**src/nvcm_pkg.sv**
```systemverilog
package nvcm_pkg;

    // ==================================================
    // Address map
    localparam logic [31:0] FLASH_BASE = 32'h0000_0000;
    localparam logic [31:0] SRAM_BASE = 32'h2000_0000;
    localparam logic [31:0] BRIDGE_A_BASE = 32'h4000_0000;
    localparam logic [31:0] BRIDGE_B_BASE = 32'h4100_0000;
    localparam logic [31:0] BRIDGE_C_BASE = 32'h4200_0000;
    localparam logic [31:0] BRIDGE_SIZE = 32'h0001_0000;
    localparam logic [31:0] FLASH_SIZE = 32'h0004_0000;
    localparam logic [31:0] SRAM_SIZE = 32'h0000_8000;

    // ==================================================
    // Non-volatile space offsets
    localparam logic [31:0] USER_ROW_ADDR = 32'h0080_4000;
    localparam logic [31:0] CAL_AREA_ADDR = 32'h0080_6020;
    localparam logic [31:0] SERIAL0_ADDR = 32'h0080_a00c;
    localparam logic [31:0] SERIAL1_ADDR = 32'h0080_a040;
    localparam logic [31:0] SERIAL2_ADDR = 32'h0080_a044;
    localparam logic [31:0] SERIAL3_ADDR = 32'h0080_a048;
    localparam logic [31:0] NVM_NVM_PARAMETER_REGISTER_ADDR = 32'h4100_4008;

    // ==================================================
    // Flash geometry
    localparam logic [15:0] PAGE_COUNT = 16'h1000;
    localparam logic [2:0] PAGE_SIZE_CODE = 3'h0;
    localparam logic [2:0] PAGES_PER_ROW = 3'h4;
    localparam int NVM_PARAMETER_REGISTER_PSZ_LSB = 16;

    // ==================================================
    // User row field positions and erased defaults
    localparam int BOOT_PROTECT_SIZE_LSB = 0;
    localparam int EEPROM_LSB = 4;
    localparam int BOD_LEVEL_LSB = 8;
    localparam int BOD_EN_BIT = 14;
    localparam int BOD_ACT_LSB = 15;
    localparam int WD_EN_BIT = 25;
    localparam int WD_AON_BIT = 26;
    localparam int WD_PER_LSB = 27;
    localparam int WD_WIN_LSB = 31;
    localparam int WD_EWO_LSB = 35;
    localparam int WD_WEN_BIT = 39;
    localparam int BOD_HYST_BIT = 40;
    localparam int LOCK_LSB = 48;
    localparam logic [2:0] BOOT_PROTECT_SIZE_DEF = 3'h7;
    localparam logic [2:0] BOOT_PROTECT_SIZE_DEF_WL = 3'h3;
    localparam logic [2:0] EEPROM_DEF = 3'h7;
    localparam logic [5:0] BOD_LEVEL_DEF = 6'h07;
    localparam logic [1:0] BOD_ACT_DEF = 2'h1;
    localparam logic [3:0] WD_PER_DEF = 4'hb;
    localparam logic [3:0] WD_WIN_DEF = 4'h5;
    localparam logic [3:0] WD_EWO_DEF = 4'hb;
    localparam logic [15:0] LOCK_DEF = 16'hffff;

    // ==================================================
    // Calibration field positions
    localparam int CAL_LIN_LSB = 27;
    localparam int CAL_BIAS_LSB = 35;
    localparam int CAL_OSC_LSB = 38;
    localparam int CAL_COARSE_LSB = 58;
    localparam int CAL_FINE_LSB = 64;

    // Decoded region of an access
    typedef enum logic [3:0] {
        NVCM_RG_NONE = 4'h0,
        NVCM_RG_FLASH = 4'h1,
        NVCM_RG_SRAM = 4'h2,
        NVCM_RG_BRA = 4'h3,
        NVCM_RG_BRB = 4'h4,
        NVCM_RG_BRC = 4'h5,
        NVCM_RG_NVM = 4'h6
    } nvcm_region_e;

    // Power-on configuration handed to consumers
    typedef struct packed {
        logic [2:0] boot_protect_size;
        logic [2:0] eeprom_size;
        logic [5:0] bod_level;
        logic bod_enable;
        logic [1:0] bod_action;
        logic bod_hyst;
        logic wd_enable;
        logic wd_always_on;
        logic [3:0] wd_period;
        logic [3:0] wd_window;
        logic [3:0] early_warning_offset;
        logic wd_window_en;
        logic [15:0] region_lock;
    } nvcm_cfg_s;

endpackage

```
**src/nvcm_top.sv**
```systemverilog
// The plain strobed port was chosen for this implementation.
`timescale 1ns/10ps
// Summary of operation
// Region map is fixed; nothing ever remaps, also not during boot.
// Flash at 0, SRAM at 0x20000000, three 64 KB bridges at 0x40/41/42000000.
// Flash in 64-byte pages, four per row; count and size readable in parameters.
// Calibration row values load into destination registers at startup automatically.
// At power-on the first two user row words are read and applied.
// User row readable from byte address 0x804000.
// New user row values act only after the next reset reloads them.
// Bits 2:0 boot protection size, default 7, or 3 on small package.
// Bits 6:4 emulated EEPROM size, default 7.
// Brownout level 13:8, enable 14, action 16:15, hysteresis 40 set at power-on.
// Watchdog enable 25, always-on 26, period 30:27 set at power-on.
// Window timeout 34:31, early warning 38:35, window enable 39 at power-on.
// Bits 63:48 are region lock bits applied at power-on.
// Software rewriting the user row preserves reserved bits and ignores them.
// Calibration area readable at 0x806020; writes are refused.
// Software copies converter and oscillator trims from calibration fields. Here they load automatically at startup.
// Software copies loop coarse and fine trims; invalid on early dies. Here they load automatically at startup.
// 128-bit serial number in four read-only words at fixed addresses.
// Consumers use all four serial words together for uniqueness.
// Accesses outside all regions answer with an error.
module nvcm_top #(
    parameter logic [63:0] USER_ROW_INIT = 64'hffff_ffff_ffff_ffff, // Erased user row content
    parameter logic [127:0] CAL_INIT = 128'h0, // Factory calibration (arbitrary)
    parameter logic [127:0] SERIAL_INIT = 128'h0123_4567_89ab_cdef_0f1e_2d3c_4b5a_6978, // Arbitrary
    parameter bit WAFER_PKG = 1'b0 // Small package variant
) (
    input wire logic clk_i, // System clock 125 MHz
    input wire logic srst_i, // Synchronous reset, high
    input wire logic ce_i, // Clock enable
    input wire logic [31:0] addr_i, // Byte address
    input wire logic [31:0] wdata_i, // Write data
    input wire logic wr_i, // Write strobe
    input wire logic rd_i, // Read strobe
    input wire logic row_wr_i, // Programming path: write a user row word
    output logic [31:0] rdata_o, // Read data, cycle after strobe
    output logic rvalid_o, // Read data valid
    output logic err_o, // Error answer, cycle after strobe
    output nvcm_pkg::nvcm_region_e region_o, // Region of last access
    output logic [4:0] sel_o, // One-hot slave select of last access
    output logic load_done_o, // Power-on load complete
    output nvcm_pkg::nvcm_cfg_s cfg_o, // Applied configuration
    output logic [7:0] adc_linearity_o, // Converter calibration
    output logic [2:0] converter_bias_trim_o, // Converter bias
    output logic [6:0] internal_32k_oscillator_trim_o, // Oscillator trim
    output logic [5:0] loop_coarse_o, // Loop coarse trim
    output logic [9:0] loop_fine_o // Loop fine trim
);
    import nvcm_pkg::*;

    // ==================================================
    // Decode
    // Fixed comparisons only: no remap state exists, so boot cannot move a region.
    function automatic nvcm_region_e decode(input logic [31:0] a);
        nvcm_region_e r;
        r = NVCM_RG_NONE;
        if (a >= FLASH_BASE && a < FLASH_BASE + FLASH_SIZE) begin
            r = NVCM_RG_FLASH;
        end else if (a == USER_ROW_ADDR || a == USER_ROW_ADDR + 32'h4 ||
                     (a >= CAL_AREA_ADDR && a < CAL_AREA_ADDR + 32'h10) ||
                     a == SERIAL0_ADDR || a == SERIAL1_ADDR || a == SERIAL2_ADDR || a == SERIAL3_ADDR) begin
            r = NVCM_RG_NVM;
        end else if (a >= SRAM_BASE && a < SRAM_BASE + SRAM_SIZE) begin
            r = NVCM_RG_SRAM;
        end else if (a >= BRIDGE_A_BASE && a < BRIDGE_A_BASE + BRIDGE_SIZE) begin
            r = NVCM_RG_BRA;
        end else if (a >= BRIDGE_B_BASE && a < BRIDGE_B_BASE + BRIDGE_SIZE) begin
            r = NVCM_RG_BRB;
        end else if (a >= BRIDGE_C_BASE && a < BRIDGE_C_BASE + BRIDGE_SIZE) begin
            r = NVCM_RG_BRC;
        end
        return r;
    endfunction

    // ==================================================
    // Storage: non-volatile user row survives reset
    logic [63:0] user_row = USER_ROW_INIT;
    logic [63:0] next_user_row;
    nvcm_region_e acc_rg;
    logic load_busy;

    assign acc_rg = decode(addr_i);

    // Programming path only touches the stored row, never the applied copy
    always_comb begin
        next_user_row = user_row;
        if (row_wr_i && wr_i && addr_i == USER_ROW_ADDR) begin
            next_user_row[31:0] = wdata_i;
        end else if (row_wr_i && wr_i && addr_i == USER_ROW_ADDR + 32'h4) begin
            next_user_row[63:32] = wdata_i;
        end
    end

    always_ff @(posedge clk_i) begin
        if (ce_i) begin
            user_row <= next_user_row;
        end
    end

    // ==================================================
    // Power-on load: two word reads, then apply
    typedef enum logic [2:0] {
        NVCM_LD_W0 = 3'b001,
        NVCM_LD_W1 = 3'b010,
        NVCM_LD_DONE = 3'b100
    } nvcm_ld_e;
    nvcm_ld_e ld_state;
    logic [63:0] load_buf;

    always_ff @(posedge clk_i) begin
        if (srst_i) begin
            ld_state <= NVCM_LD_W0;
            load_buf <= 64'h0;
        end else if (ce_i) begin
            case (ld_state)
                NVCM_LD_W0: begin
                    load_buf[31:0] <= user_row[31:0];
                    ld_state <= NVCM_LD_W1;
                end
                NVCM_LD_W1: begin
                    load_buf[63:32] <= user_row[63:32];
                    ld_state <= NVCM_LD_DONE;
                end
                NVCM_LD_DONE: begin
                    ld_state <= NVCM_LD_DONE;
                end
                default: begin
                    ld_state <= NVCM_LD_W0;
                end
            endcase
        end
    end

    assign load_busy = (ld_state != NVCM_LD_DONE);

    // ==================================================
    // Applied configuration: defaults in reset, row values once loaded
    always_ff @(posedge clk_i) begin
        if (srst_i) begin
            cfg_o.boot_protect_size <= WAFER_PKG ? BOOT_PROTECT_SIZE_DEF_WL : BOOT_PROTECT_SIZE_DEF;
            cfg_o.eeprom_size <= EEPROM_DEF;
            cfg_o.bod_level <= BOD_LEVEL_DEF;
            cfg_o.bod_enable <= 1'b1;
            cfg_o.bod_action <= BOD_ACT_DEF;
            cfg_o.bod_hyst <= 1'b1;
            cfg_o.wd_enable <= 1'b0;
            cfg_o.wd_always_on <= 1'b0;
            cfg_o.wd_period <= WD_PER_DEF;
            cfg_o.wd_window <= WD_WIN_DEF;
            cfg_o.early_warning_offset <= WD_EWO_DEF;
            cfg_o.wd_window_en <= 1'b0;
            cfg_o.region_lock <= LOCK_DEF;
            load_done_o <= 1'b0;
        end else if (ce_i && ld_state == NVCM_LD_DONE && !load_done_o) begin
            cfg_o.boot_protect_size <= load_buf[BOOT_PROTECT_SIZE_LSB +: 3];
            cfg_o.eeprom_size <= load_buf[EEPROM_LSB +: 3];
            cfg_o.bod_level <= load_buf[BOD_LEVEL_LSB +: 6];
            cfg_o.bod_enable <= load_buf[BOD_EN_BIT];
            cfg_o.bod_action <= load_buf[BOD_ACT_LSB +: 2];
            cfg_o.bod_hyst <= load_buf[BOD_HYST_BIT];
            cfg_o.wd_enable <= load_buf[WD_EN_BIT];
            cfg_o.wd_always_on <= load_buf[WD_AON_BIT];
            cfg_o.wd_period <= load_buf[WD_PER_LSB +: 4];
            cfg_o.wd_window <= load_buf[WD_WIN_LSB +: 4];
            cfg_o.early_warning_offset <= load_buf[WD_EWO_LSB +: 4];
            cfg_o.wd_window_en <= load_buf[WD_WEN_BIT];
            cfg_o.region_lock <= load_buf[LOCK_LSB +: 16];
            load_done_o <= 1'b1;
        end
    end

    // ==================================================
    // Automatic calibration row into destination registers
    always_ff @(posedge clk_i) begin
        if (srst_i) begin
            adc_linearity_o <= 8'h0;
            converter_bias_trim_o <= 3'h0;
            internal_32k_oscillator_trim_o <= 7'h0;
            loop_coarse_o <= 6'h0;
            loop_fine_o <= 10'h0;
        end else if (ce_i && ld_state == NVCM_LD_W0) begin
            adc_linearity_o <= CAL_INIT[CAL_LIN_LSB +: 8];
            converter_bias_trim_o <= CAL_INIT[CAL_BIAS_LSB +: 3];
            internal_32k_oscillator_trim_o <= CAL_INIT[CAL_OSC_LSB +: 7];
            loop_coarse_o <= CAL_INIT[CAL_COARSE_LSB +: 6];
            loop_fine_o <= CAL_INIT[CAL_FINE_LSB +: 10];
        end
    end

    // ==================================================
    // Register read path
    // Other regions belong to other slaves; here they read as zero without error, except the parameter register in bridge B.
    logic [31:0] next_rdata;
    logic next_err;

    always_comb begin
        next_rdata = 32'h0;
        next_err = 1'b0;
        case (addr_i)
            USER_ROW_ADDR: next_rdata = user_row[31:0];
            USER_ROW_ADDR + 32'h4: next_rdata = user_row[63:32];
            CAL_AREA_ADDR: next_rdata = CAL_INIT[31:0];
            CAL_AREA_ADDR + 32'h4: next_rdata = CAL_INIT[63:32];
            CAL_AREA_ADDR + 32'h8: next_rdata = CAL_INIT[95:64];
            CAL_AREA_ADDR + 32'hc: next_rdata = CAL_INIT[127:96];
            SERIAL0_ADDR: next_rdata = SERIAL_INIT[31:0];
            SERIAL1_ADDR: next_rdata = SERIAL_INIT[63:32];
            SERIAL2_ADDR: next_rdata = SERIAL_INIT[95:64];
            SERIAL3_ADDR: next_rdata = SERIAL_INIT[127:96];
            NVM_NVM_PARAMETER_REGISTER_ADDR: next_rdata = {13'h0, PAGE_SIZE_CODE, PAGE_COUNT};
            default: next_rdata = 32'h0;
        endcase
        if (acc_rg == NVCM_RG_NONE) begin
            next_err = 1'b1;
        end
        // Calibration and serial words are read-only: writes are refused
        if (wr_i && acc_rg == NVCM_RG_NVM && !(row_wr_i && (addr_i == USER_ROW_ADDR ||
            addr_i == USER_ROW_ADDR + 32'h4))) begin
            next_err = 1'b1;
        end
    end

    always_ff @(posedge clk_i) begin
        if (srst_i) begin
            rdata_o <= 32'h0;
            rvalid_o <= 1'b0;
            err_o <= 1'b0;
        end else if (ce_i) begin
            rvalid_o <= rd_i && acc_rg != NVCM_RG_NONE;
            rdata_o <= (rd_i && acc_rg != NVCM_RG_NONE) ? next_rdata : 32'h0;
            err_o <= (rd_i || wr_i) && next_err;
        end
    end

    // ==================================================
    // Slave select of last access
    always_ff @(posedge clk_i) begin
        if (srst_i) begin
            region_o <= NVCM_RG_NONE;
            sel_o <= 5'h0;
        end else if (ce_i && (rd_i || wr_i)) begin
            region_o <= acc_rg;
            case (acc_rg)
                NVCM_RG_FLASH: sel_o <= 5'h01;
                NVCM_RG_NVM: sel_o <= 5'h01;
                NVCM_RG_BRA: sel_o <= 5'h02;
                NVCM_RG_BRB: sel_o <= 5'h04;
                NVCM_RG_BRC: sel_o <= 5'h08;
                NVCM_RG_SRAM: sel_o <= 5'h10;
                default: sel_o <= 5'h00;
            endcase
        end
    end
endmodule

```
**config.mk**
```make
export PLATFORM = sky130hd
export DESIGN_NAME = nvcm_top
export DESIGN_NICKNAME = d
export VERILOG_FILES = /design/src/nvcm_pkg.sv /design/src/nvcm_top.sv
export SDC_FILE = /design/constraint.sdc
export NUM_CORES = 1
export LEC_CHECK = 0
export BUFFER_PORTS_ARGS = -buffer_cell sky130_fd_sc_hd__buf_2
export CAP_MARGIN = 20
export CORE_ASPECT_RATIO = 1.25
export CORE_MARGIN = 4
export CORE_UTILIZATION = 45
export DETAILED_ROUTE_END_ITERATION = 6
export PLACE_DENSITY = 0.68
export SLEW_MARGIN = 0
export SYNTH_ARGS = -nofsm -noshare
export SYNTH_HDL_FRONTEND = slang
export SYNTH_SLANG_ARGS = --single-unit
```
**constraint.sdc**
```tcl
create_clock -name clk_i -period 6.4 [get_ports clk_i]
set_input_delay 0.32 -clock clk_i [delete_from_list [all_inputs] [get_ports clk_i]]
set_output_delay 0.32 -clock clk_i [all_outputs]
set_load 0.05 [all_outputs]
```
==> After elaboration in Yosys (flattened, before gate mapping) <==
Index checks and enable logic that the tools add are counted.
{ "op_classes": {"n_div": 0, "n_eq_ne": 16, "multipliers": 0, "n_addsub": 0, "reduce_logical": 34, "n_shift": 0, "n_lt_le_gt_ge": 12, "n_mux": 12, "n_bitwise": 1} }
{ "op_table": {"columns": ["operator", "n"], "rows": [
  ["one-hot mux 32 bit (7 select lines)", 1],
  ["== test 32 x 24 -> 1 bit, second input constant", 6],
  [">= comparator 32 x 31 -> 1 bit, second input constant", 3],
  ["less-than comparator 32 x 31 -> 1 bit, second input constant", 3],
  ["== test 32 x 31 -> 1 bit, second input constant", 1],
  [">= comparator 32 x 1 -> 1 bit, second input constant", 1],
  [">= comparator 32 x 24 -> 1 bit, second input constant", 1],
  [">= comparator 32 x 30 -> 1 bit, second input constant", 1],
  ["less-than comparator 32 x 19 -> 1 bit, second input constant", 1],
  ["less-than comparator 32 x 24 -> 1 bit, second input constant", 1],
  ["less-than comparator 32 x 30 -> 1 bit, second input constant", 1],
  ["2-to-1 mux 32 bit", 1],
  ["one-hot mux 5 bit (5 select lines)", 1],
  ["2-to-1 mux 3 bit", 6],
  ["logical AND 1 bit", 17],
  ["== test 4 x 3 -> 1 bit, second input constant", 3],
  ["== test 4 x 2 -> 1 bit, second input constant", 2],
  ["logical OR 1 bit", 7],
  ["one-hot mux 3 bit (2 select lines)", 1],
  ["AND reduction 2 bit", 3],
  ["== test 4 x 1 -> 1 bit, second input constant", 1],
  ["logical NOT 4 bit", 1],
  ["nonzero test 4 bit", 1],
  ["OR reduction 2 bit", 2],
  ["other kinds (7)", 9]
]} }
{ "totals": {"in_bits": 70, "output_inout_bits": 125, "mem_bits_rw": 0, "romBits": 0, "regBits": 222, "memories": 0, "latchBits": 0} }

==> Depth between registers and ports, before layout <==
Gate-level depths: netlist (run 1).
{ "depth": {"depth_word": 14, "depth_mapped": 10, "mapped_depth_nobuf": 6} }

==> Least setup slack after synthesis (run 1) <==
Ideal clock, no wire load.
{ "synth_path": {"path_kind": "input -> register", "start": "input port addr_i[8]", "end": "register user_row[0] (enable)", "setup_ns": 0.421, "n_path_buf": 0, "path_slack_ns": 2.718, "arrival_time_ns": 3.261, "path_stages": 6, "path_cell_list": "or4_4 or3_1 or3_4 nor3_4 nand4_1 nor2_1"} }
{ "synth_between": {"elab_chain_cells": 3} }
{ "synth_lines": {"columns": ["element", "line_no", "rtl"], "rows": [
  ["start, declared", "nvcm_top.sv:33", "input wire logic [31:0] addr_i,"],
  ["== test 32 x 24 -> 1 bit", "nvcm_top.sv:89", "if (row_wr_i && wr_i && addr_i == USER_ROW_ADDR) begin"],
  ["logical AND 1 bit", "nvcm_top.sv:89", null],
  ["AND reduction 2 bit (no source line)", null, null],
  ["end signal, assigned", "nvcm_top.sv:98", "user_row <= next_user_row;"],
  ["end, declared", "nvcm_top.sv:79", "logic [63:0] user_row = USER_ROW_INIT;"]
]} }
Every way passes these cells.
A chain may end at the register's enable or synchronous reset.

==> Worst setup path in the final report (run 1) <==
{ "layout_path": {"start": "input port addr_i[28]", "end": "register user_row[12] (enable)"} }
Same word-level chain as after synthesis.

==> impl_metrics.tcl, run 1 <==
set metrics [dict create \
    status "finished, final reports clean" \
    ys_warn_count 0 \
    wire_per_inst_um 16.4 \
    timing.rr.start "ld_state[2]" \
    dr_total_vias 5912 \
    use_met1_pct 26.4 \
    drc 0 \
    rrSetupSlack_ps 4530 \
    yosys-top-cells-count "nand2_1, dfxtp_1, a21oi_1" \
    setup_violations 0 \
    fmax_mhz 336 \
    pre_cts_ws_ps 2890 \
    crit_buf_inv 1 \
    h-tree-depth 1 \
    fin_skew_ps 9.84 \
    grt_max_degree 112 \
    drive_gt1_share_pct 24.2 \
    path_clk_slew_ps 60 \
    crit_top_cell "nand4_1" \
    postSynthAreaPerCell_um2 10.0 \
    worstHoldStart "wdata_i[3]" \
    syn_area_um2 7970 \
    fin_crit_ps 2980 \
    met3_usage_pct 2.97 \
    placement_rows 54 \
    fin_util_pct 54.8 \
    numCtsBuffers 21 \
    cts_setup_buffers 0 \
    boundaryPins 195 \
    cellPowerDensity_nw_per_um2 293 \
    clk_path_buf_depth 3 \
    antenna_left 0 \
    setup.worst_path.start_class "primary input" \
    synth_top_area_share_pct 35.2 \
    fin_area_um2 9550 \
    cts_sinks 204 \
    gr-total-overflow 0 \
    gp_congestion 0.814 \
    placed_cell_area_um2 8800 \
    worst_setup_path_end_kind "flip-flop" \
    hold_viol 0 \
    synth_area_leader_cell "dfxtp_1" \
    required_ps 6500 \
    drt_iter0_markers 391 \
    hold_class "in2reg" \
    p_leak_uw 0.00390 \
    synth_cells 796 \
    rsz0062_at_grt "no" \
    track_usage_pct 18.6 \
    crit_family "simple AND/OR/NAND/NOR gates" \
    synth-main-ff-cell "dfxtp_1" \
    slowest_stage "nor2_4" \
    cpPeakStageDelay_ps 810 \
    initial_utilization_pct 45.7 \
    drv_slew 0 \
    async_reset_ff_share_pct 0 \
    worstPathCellList "buf_2 -> nor4_1 -> nand4_1 -> or4b_1 -> nor3_4 -> nand4_1 -> nor2_4" \
    yosysUniqueCellTypes 53 \
    hpwl_um 13600 \
    critPathArrivalTime_ps 3080 \
    top_usage_layer "met2" \
    grt_pass1_wl_um 30000 \
    antenna_found_initial 3 \
    synth-seq-cells 204 \
    critical_path_class "in2reg" \
    fin_setup_tns_ps 0 \
    die_x_um 127 \
    peakVddDrop_mv 0.231 \
    syn2layout_area_growth_pct 19.7 \
    clock_latency_ps 490 \
    cp_max_fo 32 \
    numPortBuffers 159 \
    clock-root-buffer "clkbuf_16" \
    cts_tree "done" \
    finalCritPeriodShare_pct 46.5 \
    drt-total-wl_um 19300 \
    grt_use_met2_pct 29.3 \
    rr_worst_depth 5 \
    synth-edff-count 64 \
    coreArea_um2 17400 \
    rr_endpoint "cfg_o[22]" \
    whs_ps 24.4 \
    timing.slew.headroom_pct 30.7 \
    cap_violations 0 \
    hold_end "user_row[3]" \
    min_path_cells 1 \
    layout.nets 1006 \
    viasPerCell 5.02 \
    grt_pass1_vias 5603 \
    cts_resized 0 \
    dieArea_um2 19900 \
    seq_area_frac_synth_pct 59.3 \
    tightest_slew_ps 1040 \
    dieHeight_um 157 \
    cts_hold_buffers 0 \
    setup_ws_ps 3420 \
    synthTopCellsByArea "dfxtp_1, edfxtp_1, nand2_1, a21oi_1, mux2i_1" \
    post-synth-top-count-cell "nand2_1" \
    dr.pass1.iters 5 \
]
==> worst max-delay path by stage <==
stage,from,to,depth (start not counted)
floorplan,addr_i[8],user_row[0],6
global placement,addr_i[28],user_row[51],7
detailed placement,addr_i[28],user_row[57],7
CTS,addr_i[28],user_row[6],7
global route,addr_i[28],user_row[16],7
finish,addr_i[28],user_row[12],7
==> report_power, final <==
| part | switching, µW | internal, µW |
|---|---|---|
| Clock | 486 | 788 |
| Sequential | 8.77 | 1350 |
| Combinational | 124 | 46.3 |
| Total | 618 | 2180 |
==> area by class of cell <==
cell class | count | area [µm²]
fillers | 1660 | 7890
flip-flops and latches | 204 | 4720
multi-input cells | 541 | 2930
repair buffers | 167 | 856
clock buffers | 29 | 648
well taps | 224 | 280
clock inverters | 8 | 92.6
diodes | 3 | 7.51
inverters | 1 | 3.75
==> cells in the final DEF, fill, tap and decap left out, drive strengths merged, types with 3 or more instances in the layout <==
cell type and count:
a21oi 68, buf 167, clkbuf 29, clkinv 5, conb 35, dfxtp 140
diode 3, edfxtp 64, mux2i 30, nand2 243, nand2b 8, nand3 3
nand3b 40, nor2 14, nor3 8, nor4 11, o211ai 27, o21ai 10
or2 5, or3 3, or4 3, or4b 3
==> metrics by stage <==
step	instances	power (µW)
2_1_floorplan	830	1520
6_report	1177	2800
4_1_cts	1174	2820
3_3_place_gp	1137	1550
5_1_grt	1177	2880
3_5_place_dp	1137	1550
==> flip-flops by register name (all words and copies together), names as in the netlist <==
register and count:
user_row 64, rdata_o 32, load_done_o 1, region_o 3
sel_o 5, rvalid_o 1, cfg_o 47, err_o 1
ld_state 3, load_buf 47
==> kinds of logic after synthesis <==
| logic type | Yosys count | share of synthesized area [%] |
|---|---|---|
| buffers and inverters | 85 | 5.87 |
| AO/OA/AOI/OAI | 119 | 9.32 |
| other | 1 | 0.0470 |
| multiplexers | 32 | 4.05 |
| flip-flops | 204 | 59.3 |
| AND/OR/NAND/NOR | 353 | 21.2 |
| XOR/XNOR | 2 | 0.220 |
==> metal layers <==
metal / vias up / wire length [µm] / part of all wire [%]
met1: 2746 / 8900 / 46
met4: 0 / 495 / 2.6
met2: 183 / 8800 / 46
met3: 37 / 1140 / 5.9
li1: 2946 / - / -
met5: - / 0 / 0
No activity file was read; power rests on OpenSTA's default activity.
==> run 2, diff against run 1 <==
- clock period: 6.4 -> 2.8 ns (I/O delays scaled with it)
==> impl_metrics.tcl, run 2 (synthesized netlist as in run 1, its figures left out) <==
set metrics [dict create \
    syn2layout_area_growth_pct 24.1 \
    critical_path_class "in2reg" \
    cp_max_fo 11 \
    rr_endpoint "cfg_o[24]" \
    fmax_mhz 453 \
    p_leak_uw 0.00404 \
    cts_hold_buffers 32 \
    rr_worst_depth 5 \
    hold_viol 0 \
    placed_cell_area_um2 8880 \
    largestRegisters "user_row x64, cfg_o x47, load_buf x47" \
    multiInputGateArea_um2 2940 \
    timing.rr.start "ld_state[2]" \
    cts_resized 0 \
    wire_per_inst_um 16.2 \
    worst_setup_path_end_kind "flip-flop" \
    finalCritPeriodShare_pct 78.8 \
    placement_rows 54 \
    tightest_slew_ps 1000 \
    cts_tree "done" \
    status "finished, final reports clean" \
    setup.worst_path.start_class "primary input" \
    initial_utilization_pct 45.7 \
    drt_iter0_markers 398 \
    dieHeight_um 157 \
    antenna_left 0 \
    h-tree-depth 1 \
    whs_ps 24.6 \
    min_path_cells 4 \
    antenna_found_initial 0 \
    hold_class "in2reg" \
    clk_path_buf_depth 3 \
    final_cell_mix "nand2_1, buf_2, dfxtp_1" \
    fin_crit_ps 2210 \
    rsz0062_at_grt "no" \
    pre_cts_ws_ps 78.0 \
    clock-root-buffer "clkbuf_16" \
    numPortBuffers 159 \
    numCtsBuffers 21 \
    antenna_cells 0 \
    placed_cells_incl_taps 1142 \
    cellPowerDensity_nw_per_um2 638 \
    setup_ws_ps 592 \
    dr_total_vias 6144 \
    grt_pass1_vias 5666 \
    viasPerCell 5.07 \
    die_x_um 127 \
    hold_end "sel_o[4]" \
    instances_no_fill 1211 \
    grt_pass1_wl_um 30500 \
    cts_sinks 204 \
    hpwl_um 13700 \
    worstHoldStart "addr_i[30]" \
    gr-total-overflow 0 \
    cap_violations 0 \
    dr.pass1.iters 5 \
    fin_skew_ps 11.6 \
    regArea_um2 4720 \
    clock_latency_ps 490 \
    largest_reg_flops 64 \
    rrSetupSlack_ps 870 \
    layout.nets 1043 \
    dieArea_um2 19900 \
    track_usage_pct 19.0 \
    required_ps 2980 \
    cts_setup_buffers 0 \
    drt-total-wl_um 19600 \
    critPathArrivalTime_ps 2390 \
    boundaryPins 195 \
    gp_congestion 0.825 \
    drive_gt1_share_pct 23.5 \
    setup_violations 0 \
    timing.slew.headroom_pct 33.3 \
    drv_slew 0 \
    coreArea_um2 17400 \
    n_fill_cell 1572 \
    grt_max_degree 108 \
    regMostFlops "user_row" \
    drc 0 \
    fin_util_pct 56.8 \
    layout_commonest_cell "nand2_1" \
    peakVddDrop_mv 0.460 \
    path_clk_slew_ps 60 \
    fin_area_um2 9890 \
]
run 2: changes by cell type in the layout (fill, tap and decap cells not counted):
cell,delta
dlygate4sd3_1,+32
clkbuf_8,-4
buf_12,+3
clkinv_1,+3
diode_2,-3
buf_4,+2
clkbuf_16,-2
clkinv_4,+2
bufinv_16,+1
clkinv_2,-1
clkinvlp_4,+1
nor2b_2,-1
nor2b_4,+1
run 2: area by class of cell:
type	instances	share of cell area, %
Timing Repair Buffer	204	12.6
Inverter	1	0.0379
Tap cell	224	2.83
Multi-Input combinational cell	541	29.7
Clock inverter	14	1.56
Sequential cell	204	47.7
Clock buffer	23	5.49
run 2: metrics by stage:
stage,setup TNS [ps],power (µW)
floorplan,-13480,3480
global placement,0,3550
detailed placement,0,3550
CTS,0,6360
global route,0,6510
finish,0,6310
run 2: worst max-delay path by stage:
stage              start           end  slack (ps)  depth (start not counted)
6_report       addr_i[8]  user_row[11]         590                          8
4_1_cts        addr_i[8]  user_row[11]         570                          8
2_1_floorplan  addr_i[8]   user_row[0]        -210                          6
3_3_place_gp   addr_i[8]  user_row[19]         110                          8
3_5_place_dp   addr_i[8]  user_row[19]          80                          8
5_1_grt        addr_i[8]  user_row[11]         470                          8
run 2: per-layer routing:
metal / part of all wire [%] / global-route usage (%) / up-vias
met5: 0 / 0 / -
met4: 1.8 / 5.21 / 0
met3: 5.5 / 2.42 / 25
met2: 47 / 30.6 / 203
met1: 46 / 27.0 / 2880
li1: - / - / 3036
run 2: where the power goes:
| group | switching [µW] | internal, µW | total (µW) |
|---|---|---|---|
| Clock | 1100 | 1680 | 2790 |
| Combinational | 292 | 135 | 427 |
| Sequential | 20.4 | 3080 | 3100 |
| Total | 1420 | 4890 | 6310 |
run 2: critical path: stages:
cell	delay, ps
buf_2	90
or4_4	530
or3_1	340
or3_4	410
nor3_4	200
nand4_1	250
nor2_4	200
buf_4	220
